`src/rtl/ubg_consts.svh`:
```
// register offsets, field positions and timing counts of the baud generator block
`ifndef UBG_CONSTS_SVH
`define UBG_CONSTS_SVH
`define UBG_ADDR_W            4
`define UBG_OFS_DATA          4'h0
`define UBG_OFS_DIVISOR       4'h1
`define UBG_OFS_CTRL2         4'h2
`define UBG_OFS_STATUS        4'h3
`define UBG_OFS_RXPUSH        4'h4
`define UBG_CTRL2_HS_BIT      5
`define UBG_CTRL2_RESET       8'h00
`define UBG_DIVISOR_RESET     8'h00
`define UBG_DATA_RESET        8'h00
`define UBG_PRESCALE_LOW      7'h40
`define UBG_PRESCALE_HIGH     7'h10
`define UBG_FIFO_DEPTH        16
`define UBG_FIFO_WIDTH        8
`endif

```
`src/rtl/ubg_fifo.sv`:
```
// intentionally empty: the fifo module is declared in the core file beside its user

```
`src/rtl/ubg_pkg.sv`:
```
// types shared by the baud generator and data buffer block
package ubg_pkg;
    typedef struct packed {
        logic [3:0] addr;
        logic [7:0] wdata;
        logic       wr;
        logic       rd;
    } ubg_bus_req_t;
    typedef struct packed {
        logic [7:0] data;
        logic       valid;
    } ubg_byte_t;
endpackage

```
`src/rtl/ubg_core.sv`:
```
// baud rate generator with shared transmit/receive data buffer and tx fifo
//
// Chosen here: the plain strobed port and the address map.
`timescale 1ns/1ps
`include "ubg_consts.svh"
// Function
// - one 8-bit read/write data buffer, bits 7 down to 0, carries the byte sent and the byte received.
// - with the speed select low the bit rate is the system clock over 64 times divisor plus one.
// - with the speed select high the bit rate is the system clock over 16 times divisor plus one.
// - bit timing comes from a dedicated free-running 8-bit timer set by divisor and speed select.
// - the speed select bit chooses the high-speed or low-speed prescale mode.
// - any divisor from 0 to 255 is accepted and used directly as N.
// - transmitter and receiver share one generated bit rate and one frame format.
// - the speed select is bit 5 of the second control register, read/write, cleared at reset.
module ubg_core #(
    parameter int FIFO_DEPTH = `UBG_FIFO_DEPTH
) (
    input  wire logic                 clk,
    input  wire logic                 srst,
    input  wire ubg_pkg::ubg_bus_req_t bus_req,
    output logic [7:0]                rdata,
    input  wire logic [7:0]           rx_byte,
    input  wire logic                 rx_byte_valid,
    output logic [7:0]                tx_byte,
    output logic                      tx_byte_valid,
    input  wire logic                 tx_byte_ready,
    output logic                      bit_tick,
    output logic                      wr_refused
);
    import ubg_pkg::*;

    logic [7:0] divisor_reg;
    logic [7:0] ctrl2_reg;
    logic [7:0] rx_data_reg;
    logic [7:0] rdata_reg;
    logic [6:0] pre_cnt_reg;
    logic [7:0] baud_cnt_reg;
    logic       tick_reg;
    logic [7:0] tx_byte_reg;
    logic       tx_valid_reg;
    logic       refused_reg;

    wire        wr_data    = bus_req.wr && (bus_req.addr == `UBG_OFS_DATA);
    wire        wr_div     = bus_req.wr && (bus_req.addr == `UBG_OFS_DIVISOR);
    wire        wr_ctrl2   = bus_req.wr && (bus_req.addr == `UBG_OFS_CTRL2);
    wire        wr_rxpush  = bus_req.wr && (bus_req.addr == `UBG_OFS_RXPUSH);
    wire        cfg_wr     = wr_div || wr_ctrl2;
    wire        hs_wdata   = bus_req.wdata[`UBG_CTRL2_HS_BIT];
    wire        high_speed = ctrl2_reg[`UBG_CTRL2_HS_BIT];
    // prescale terminal count picks 16 or 64 system clocks per timer step
    wire  [6:0] pre_last   = high_speed ? (`UBG_PRESCALE_HIGH - 7'h01)
                                        : (`UBG_PRESCALE_LOW - 7'h01);
    wire        pre_wrap   = (pre_cnt_reg >= pre_last);
    wire        baud_wrap  = pre_wrap && (baud_cnt_reg >= divisor_reg);

    // fifo between the data buffer and the transmit shifter
    logic       fifo_in_ready;
    logic [7:0] fifo_out_data;
    logic       fifo_out_valid;
    wire        fifo_pop   = fifo_out_valid && (!tx_valid_reg || tx_byte_ready);
    wire        push_ok    = wr_data && fifo_in_ready;
    wire  [1:0] status     = {fifo_out_valid || tx_valid_reg, fifo_in_ready};

    ubg_fifo #(
        .WIDTH (`UBG_FIFO_WIDTH),
        .DEPTH (FIFO_DEPTH)
    ) u_fifo (
        .clk       (clk),
        .srst      (srst),
        .in_data   (bus_req.wdata),
        .in_valid  (wr_data),
        .in_ready  (fifo_in_ready),
        .out_data  (fifo_out_data),
        .out_valid (fifo_out_valid),
        .out_ready (!tx_valid_reg || tx_byte_ready)
    );

    logic [7:0] rd_mux;
    always_comb begin
        unique case (bus_req.addr)
            `UBG_OFS_DATA:    rd_mux = rx_data_reg;
            `UBG_OFS_DIVISOR: rd_mux = divisor_reg;
            `UBG_OFS_CTRL2:   rd_mux = ctrl2_reg;
            `UBG_OFS_STATUS:  rd_mux = {6'h00, status};
            default:          rd_mux = 8'h00;
        endcase
    end

    // control registers
    always_ff @(posedge clk) begin
        if (srst) begin
            divisor_reg <= `UBG_DIVISOR_RESET;
            ctrl2_reg   <= `UBG_CTRL2_RESET;
        end else begin
            if (wr_div) begin
                divisor_reg <= bus_req.wdata;
            end
            if (wr_ctrl2) begin
                ctrl2_reg <= bus_req.wdata;
            end
        end
    end

    // received byte lands in the buffer; a software test write may load it too
    always_ff @(posedge clk) begin
        if (srst) begin
            rx_data_reg <= `UBG_DATA_RESET;
        end else if (rx_byte_valid) begin
            rx_data_reg <= rx_byte;
        end else if (wr_rxpush) begin
            rx_data_reg <= bus_req.wdata;
        end
    end

    always_ff @(posedge clk) begin
        if (srst) begin
            rdata_reg <= 8'h00;
        end else begin
            rdata_reg <= bus_req.rd ? rd_mux : 8'h00;
        end
    end

    // free-running timer: prescaler then 8-bit divisor counter
    always_ff @(posedge clk) begin
        if (srst) begin
            pre_cnt_reg  <= 7'h00;
            baud_cnt_reg <= 8'h00;
            tick_reg     <= 1'b0;
        end else begin
            pre_cnt_reg <= pre_wrap ? 7'h00 : pre_cnt_reg + 7'h01;
            if (baud_wrap) begin
                baud_cnt_reg <= 8'h00;
            end else if (pre_wrap) begin
                baud_cnt_reg <= baud_cnt_reg + 8'h01;
            end
            tick_reg <= baud_wrap;
        end
    end

    // transmit side output stage, stalls the fifo under back-pressure
    always_ff @(posedge clk) begin
        if (srst) begin
            tx_byte_reg  <= 8'h00;
            tx_valid_reg <= 1'b0;
            refused_reg  <= 1'b0;
        end else begin
            if (fifo_pop) begin
                tx_byte_reg  <= fifo_out_data;
                tx_valid_reg <= 1'b1;
            end else if (tx_byte_ready) begin
                tx_valid_reg <= 1'b0;
            end
            // a write against a full fifo is dropped and flagged for one cycle
            refused_reg <= wr_data && !push_ok;
        end
    end

    assign rdata         = rdata_reg;
    assign tx_byte       = tx_byte_reg;
    assign tx_byte_valid = tx_valid_reg;
    assign bit_tick      = tick_reg;
    assign wr_refused    = refused_reg;

    // period checker: cycles between ticks must equal prescale times divisor plus one
    logic [16:0] gap_cnt_reg;
    logic        seen_tick_reg;
    logic [7:0]  div_hold_reg;
    logic        hs_hold_reg;
    logic        cfg_stable_reg;
    wire  [16:0] expect_gap = (hs_hold_reg ? 17'h00010 : 17'h00040) * (17'(div_hold_reg) + 17'h00001);
    always_ff @(posedge clk) begin
        if (srst) begin
            gap_cnt_reg    <= 17'h00000;
            seen_tick_reg  <= 1'b0;
            div_hold_reg   <= 8'h00;
            hs_hold_reg    <= 1'b0;
            cfg_stable_reg <= 1'b0;
        end else begin
            gap_cnt_reg <= tick_reg ? 17'h00001 : gap_cnt_reg + 17'h00001;
            if (tick_reg) begin
                seen_tick_reg  <= 1'b1;
                div_hold_reg   <= divisor_reg;
                hs_hold_reg    <= high_speed;
                // a write in the tick cycle already shapes the coming period
                cfg_stable_reg <= !cfg_wr;
            end else if (wr_div || wr_ctrl2) begin
                cfg_stable_reg <= 1'b0;
            end
        end
    end
endmodule

module ubg_fifo #(
    parameter int WIDTH = 8,
    parameter int DEPTH = 16
) (
    input  wire logic             clk,
    input  wire logic             srst,
    input  wire logic [WIDTH-1:0] in_data,
    input  wire logic             in_valid,
    output logic                  in_ready,
    output logic      [WIDTH-1:0] out_data,
    output logic                  out_valid,
    input  wire logic             out_ready
);
    localparam int AW = $clog2(DEPTH);
    logic [WIDTH-1:0] mem_reg [DEPTH];
    logic [AW-1:0]    wp_reg;
    logic [AW-1:0]    rp_reg;
    logic [AW:0]      cnt_reg;
    wire              do_push = in_valid && in_ready;
    wire              do_pop  = out_valid && out_ready;
    assign in_ready  = (cnt_reg != (AW+1)'(DEPTH));
    assign out_valid = (cnt_reg != '0);
    assign out_data  = mem_reg[rp_reg];
    always_ff @(posedge clk) begin
        if (do_push) begin
            mem_reg[wp_reg] <= in_data;
        end
    end
    always_ff @(posedge clk) begin
        if (srst) begin
            wp_reg  <= '0;
            rp_reg  <= '0;
            cnt_reg <= '0;
        end else begin
            if (do_push) begin
                wp_reg <= (wp_reg == AW'(DEPTH-1)) ? '0 : wp_reg + 1'b1;
            end
            if (do_pop) begin
                rp_reg <= (rp_reg == AW'(DEPTH-1)) ? '0 : rp_reg + 1'b1;
            end
            cnt_reg <= cnt_reg + (AW+1)'(do_push) - (AW+1)'(do_pop);
        end
    end
endmodule

```
`config.mk`:
```
export PLATFORM = sky130hd
export DESIGN_NAME = ubg_core
export DESIGN_NICKNAME = d
export VERILOG_FILES = /design/src/rtl/ubg_fifo.sv /design/src/rtl/ubg_pkg.sv /design/src/rtl/ubg_core.sv
export VERILOG_INCLUDE_DIRS = /design/src /design/src/rtl
export SDC_FILE = /design/constraint.sdc
export NUM_CORES = 1
export LEC_CHECK = 0
export BUFFER_PORTS_ARGS = -buffer_cell sky130_fd_sc_hd__buf_2
export CAP_MARGIN = 20
export CORE_ASPECT_RATIO = 0.7
export CORE_MARGIN = 3
export CORE_UTILIZATION = 65
export CTS_CLUSTER_SIZE = 16
export DETAILED_ROUTE_END_ITERATION = 7
export PLACE_DENSITY = 0.84
export SKIP_LAST_GASP = 1
export SLEW_MARGIN = 10
export SYNTH_ARGS = -nofsm -noshare
export SYNTH_HDL_FRONTEND = slang
export SYNTH_SLANG_ARGS = --single-unit
```
`constraint.sdc`:
```
create_clock -name clk -period 6.84 [get_ports clk]
set_input_delay 0.342 -clock clk [delete_from_list [all_inputs] [get_ports clk]]
set_output_delay 0.342 -clock clk [all_outputs]
set_load 0.01 [all_outputs]
```
* Word-level counts from Yosys, hierarchy flattened
Memories as Yosys holds them, arrays and structs flattened. A register that Yosys moved wholly into a read port is not among the register bits. Cells that the tools add are included.
Storage, ports and cells: flip-flop bits (word level) 63, RAM bits 128, output and inout port bits 19, memories 1
Memory list:
- u_fifo.mem_reg | depth 16, width 8, rd ports 1, clocked after Yosys merged registers in 1, write ports 1, line ubg_core.sv:207 | logic [WIDTH-1:0] mem_reg [DEPTH];
Cells by class: $add $sub $neg 6, magnitude comparators 2, eq/ne operators 7, mux-type cells 10, bitwise logic cells 1, reductions and logical operators 19
Operators by type and width (count):
- $pmux W8 S4 | 1
- $mux W8 | 2
- $add A4 B1 Y4 const B | 2
- $add A8 B1 Y8 const B | 1
- $eq A4 B2 Y1 const B | 2
- $eq A4 B4 Y1 const B | 2
- $ge A8 B8 Y1 | 1
- $logic_and A1 B1 Y1 | 8
- $mux W4 | 2
- $add A7 B1 Y7 const B | 1
- $ge A7 B6 Y1 | 1
- $mux W6 | 1
- $reduce_or A2 Y1 | 3
- $add A5 B1 Y5 | 1
- $ne A5 B5 Y1 const B | 1
- $reduce_bool A5 Y1 | 1
- $sub A5 B1 Y5 | 1
- $eq A4 B1 Y1 const B | 1
- $eq A4 B3 Y1 const B | 1
- $logic_not A4 Y1 | 1
- $mux W1 | 4
- $reduce_bool A2 Y1 | 2
- $logic_not A1 Y1 | 2
- $logic_or A1 B1 Y1 | 2
- $not A1 Y1 | 1

* Longest topological paths before layout
depth after elaboration 5, gate-level depth with buffers 13, gate-level depth less buffers 12

* Modules after synthesis
A second synthesis with hierarchy kept.
Unflattened totals: cell total of the unflattened synthesis 592, area total of the unflattened synthesis 8489.4 um2
Modules (own cells, without submodules):
- ubg_fifo | times used 1, cells each 305, area an instance 5818.1 um2, sequential area each 4184.0 um2
- ubg_core | times used 1, cells each 287, area an instance 2671.3 um2, sequential area each 1161.1 um2

* Least setup slack after synthesis
OpenSTA, ideal clock, no wires.
path kind register -> register, from reg u_fifo.cnt_reg[3], to reg u_fifo.cnt_reg[4], arrival time 2.779 ns, required time 6.770 ns, path slack 3.990 ns, cell stages (with the launch flop) 14, buffers on the path 1, period minus slack after synthesis 2.850 ns, cell sequence dfxtp_1 -> inv_1 -> ha_1 -> nor4b_1 -> nor2b_1 -> clkbuf_1 -> ha_1 -> inv_1 -> ha_1 -> fa_1 -> a21oi_1 -> nor2_1 -> or3_1 -> a21oi_1
RTL lines:
- start: declaration | line ubg_core.sv:210 | logic [AW:0] cnt_reg;
- start signal: assignment | line ubg_core.sv:233 | cnt_reg <= cnt_reg + (AW+1)'(do_push) - (AW+1)'(do_pop);
- $reduce_bool A5 Y1 | line ubg_core.sv:214 | assign out_valid = (cnt_reg != '0);
- $logic_and A1 B1 Y1
- via fifo_pop | line ubg_core.sv:60 | wire fifo_pop = fifo_out_valid && (!tx_valid_reg || tx_byte_ready);
- $sub A5 B1 Y5 | line ubg_core.sv:233
The timed path passes the listed nets, and every way through them passes these cells. A chain may end at the register's enable or synchronous reset.

* Worst setup path in the final report
from reg u_fifo.cnt_reg[2], to reg u_fifo.cnt_reg[4]
On the way: cells in the longest elaborated chain, start to end 4
Ends and longest elaborated chain:
- $ne A5 B5 Y1 | line ubg_core.sv:213 | assign in_ready = (cnt_reg != (AW+1)'(DEPTH));
- $logic_and A1 B1 Y1 | line ubg_core.sv:211 | wire do_push = in_valid && in_ready;
- $add A5 B1 Y5 | line ubg_core.sv:233
- $sub A5 B1 Y5 (*) | line ubg_core.sv:233
Mark *: on every way between the ends. The rest lies on a longest branch, timed or not.

==> results.py <==
metrics = {
    "outcome": {
        "outcome": "finished, final reports clean",
    },
    "grt": {
        "grt_max_degree": 59,
        "grt_remaining_overflow": 0,
        "grt_pass1_vias": 5123,
        "grt_pass1_wl_um": 28700,
        "grt_usage_pct": 27.2,
        "antenna_found_initial": 0,
    },
    "setup_path": {
        "crit_type": "register to register",
        "cp-end-kind": "register",
        "critical-path-slowest-cell": "nor4b_1",
        "cp.required_ns": 7.20,
        "cp_common_cell": "ha_1",
        "start_kind": "register",
        "crit_arrival_ns": 3.60,
        "crit_fanout": 23,
        "cp_cell_sequence": "inv_1, ha_1, nor4b_1, nor2b_1, buf_4, ha_1, inv_1, ha_1, fa_1, a21oi_1, nor2_1, or3_1, a21oi_1",
        "slowest_delay_ns": 0.48,
    },
    "floorplan": {
        "die_h_um": 101,
        "dieArea_mm2": 0.0143,
        "placementRows": 34,
        "die-width_um": 142,
        "initial_core_util_pct": 67.0,
        "pin_count": 45,
        "core_mm2": 0.0125,
    },
    "timing": {
        "hold_ws_ns": 0.141,
        "setup-tns-final_ns": 0,
        "maxSlewViolCount": 0,
        "relSlewSlack_pct": 33.4,
        "fmax_mhz": 309,
        "finClkSkew_ns": 0.0111,
        "hold_violations": 0,
        "fin_ws_ns": 3.61,
        "rsz0062_at_grt": "false",
        "min_period_over_period_pct": 47.3,
        "tightest_slew_ns": 0.997,
        "setup-violations-final": 0,
        "period_minus_slack_ns": 3.23,
    },
    "detailed_routing": {
        "via_count": 5201,
        "wl_per_cell_um": 23.6,
        "ant_nets": 0,
        "drt_iter0_markers": 563,
        "routed_via_density": 6.46,
        "first_pass_iters": 5,
        "drc_errors": 0,
        "routed_wl_um": 19000,
    },
    "logic_synthesis": {
        "netlist_area_mm2": 0.00838,
        "ys_top_cells_by_area": "edfxtp_1 46%, dfxtp_1 17%, mux4_2 6.7%",
        "ys_seq_area_share_pct": 62.9,
        "ys_warn_count": 0,
        "synthCells": 593,
        "ys.flop_type": "edfxtp_1",
        "yosys.area.top_type": "edfxtp_1",
        "synth_nets": 643,
        "synth_seq_cells": 199,
        "synth_edf_count": 128,
        "synth_cell_types": 53,
        "synth_top_area_share_pct": 45.9,
        "ys_async_sr_fraction_pct": 0,
        "postSynthAreaPerCell_um2": 14.1,
    },
    "power_and_ir_drop": {
        "power_density_mw_per_mm2": 330,
        "ir_worst_vdd_uv": 357,
        "power_frac_seq_pct": 44.3,
        "power.internal_uw": 2250,
        "combPwrFrac_pct": 21.3,
        "p_switching_uw": 832,
        "total_power_uw": 3080,
        "p_sw_share_pct": 27.0,
        "clkPwrFrac_pct": 34.5,
        "p_leak_uw": 0.00331,
    },
    "placement": {
        "portBuffers": 44,
        "gp_congestion": 0.872,
        "hpwlAfterDp_um": 11500,
        "post-place-ws_ns": 3.69,
    },
    "cells_and_area": {
        "nets": 680,
        "fillers": 734,
        "largest_reg_flops": 128,
        "diodes": 0,
        "drive_gt1_share_pct": 19.8,
        "area_growth_pct": 11.3,
    },
    "clock_network": {
        "clkTransAtPathRegs_ns": 0.07,
        "cts-resized-gates": 0,
        "worstSkewPairLatency_ns": 0.43,
        "cts-root-buf": "clkbuf_16",
        "ctsHoldBuffers": 0,
        "cts_num_sinks": 199,
        "h-tree-depth": 4,
        "cts_setup_buffers": 0,
        "cts_buffers": 17,
        "clockBufferDepth": 2,
        "cts_tree": "yes",
    },
    "job": {
        "cap_violations": 0,
    },
    "hold_path": {
        "hp-class": "primary input to register",
    },
}
==> cells by family (layout without fill, tap and decap cells) <==
logic type,Yosys count,in the layout,synth area share [%]
DFF,199,199,62.9
and+or+nand+nor,157,157,9.10
muxes,74,74,14.2
buffers and inverters,49,99,2.79
adders and majority gates,24,24,3.67
AOI/OAI and AO/OA,80,80,6.36
xor gates and xnor gates,10,10,1.05
==> through the flow <==
stage	instances	utilization, %	instance area (µm²)
after floorplan	593	-	8380
after global placement	772	69.3	8670
after detailed placement	772	69.3	8670
after CTS	804	74.3	9290
after global routing	805	74.5	9320
final	805	74.5	9320
==> cells in the mapped netlist (2+ instances only) <==
master,number
o22ai_1,8
nand4b_1,2
nor3_1,6
a21o_1,2
inv_1,17
xor2_1,7
edfxtp_1,128
buf_1,6
o211ai_1,2
buf_2,8
dfxtp_1,71
a31oi_1,5
clkbuf_1,12
nand2_1,32
nand2b_1,4
ha_1,23
o21ai_0,6
nand4_1,3
xnor2_1,3
nand3b_1,2
a21oi_1,26
buf_6,3
mux2i_1,26
mux4_1,7
nor3b_1,2
mux4_2,25
nand3_1,17
a211oi_1,21
nor2_1,62
nor2b_1,16
a22oi_1,3
mux2_2,16
buf_4,2
==> layer usage <==
metal	track usage [%]	up-vias	wire, µm
li1	-	2313	-
met1	39.1	2559	8000
met2	41.8	290	8820
met3	5.55	39	1790
met4	10.1	0	394
met5	0	-	0
==> final cells by class <==
| type | count | area (µm²) | share of cell area [%] |
|---|---|---|---|
| flip-flops and latches | 199 | 5270 | 56.5 |
| multi-input cells | 345 | 2890 | 31.0 |
| clock buffers | 19 | 433 | 4.64 |
| repair buffers | 50 | 278 | 2.98 |
| well taps | 162 | 203 | 2.17 |
| clock inverters | 13 | 189 | 2.03 |
| inverters | 17 | 63.8 | 0.684 |
==> power by group through the flow <==
stage                     combinational (µW)  clock, µW  sequential (µW)
after floorplan                          470          0             1390
after global placement                   602          0             1380
after detailed placement                 630          0             1390
after CTS                                651       1070             1360
after global routing                     705       1120             1370
final                                    655       1060             1360
==> final timing paths <==
kind | start | slack, ns | cells after the start | to
worst max-delay path | u_fifo.cnt_reg[2]$_SDFF_PP0_ | 3.61 | 13 | u_fifo.cnt_reg[4]$_SDFF_PP0_
worst min-delay path | rx_byte[0] | 0.14 | 3 | rx_data_reg[0]$_SDFFE_PP0P_
worst max register to register | u_fifo.cnt_reg[2]$_SDFF_PP0_ | 3.61 | 13 | u_fifo.cnt_reg[4]$_SDFF_PP0_
worst min register to register | divisor_reg[1]$_SDFFE_PP0P_ | 0.48 | 2 | divisor_reg[1]$_SDFFE_PP0P_
==> layout by cell type, fill, tap and decap left out, types with 17 or more instances in the layout <==
cell type  count
buf_2         44
dfxtp_1       71
mux2i_1       26
a211oi_1      21
nand2_1       32
inv_1         17
nor2_1        62
mux4_2        25
nand3_1       17
ha_1          23
a21oi_1       26
clkbuf_16     17
edfxtp_1     128
==> critical path, delay by kind of cell (launching register included) <==
family	cells	cell delay, ns
and+or+nand+nor	4	0.98
DFF	1	0.33
buffers and inverters	3	0.37
AOI/OAI and AO/OA	2	0.35
adders and majority gates	4	1.12
Power figures use the tool's default switching activity.
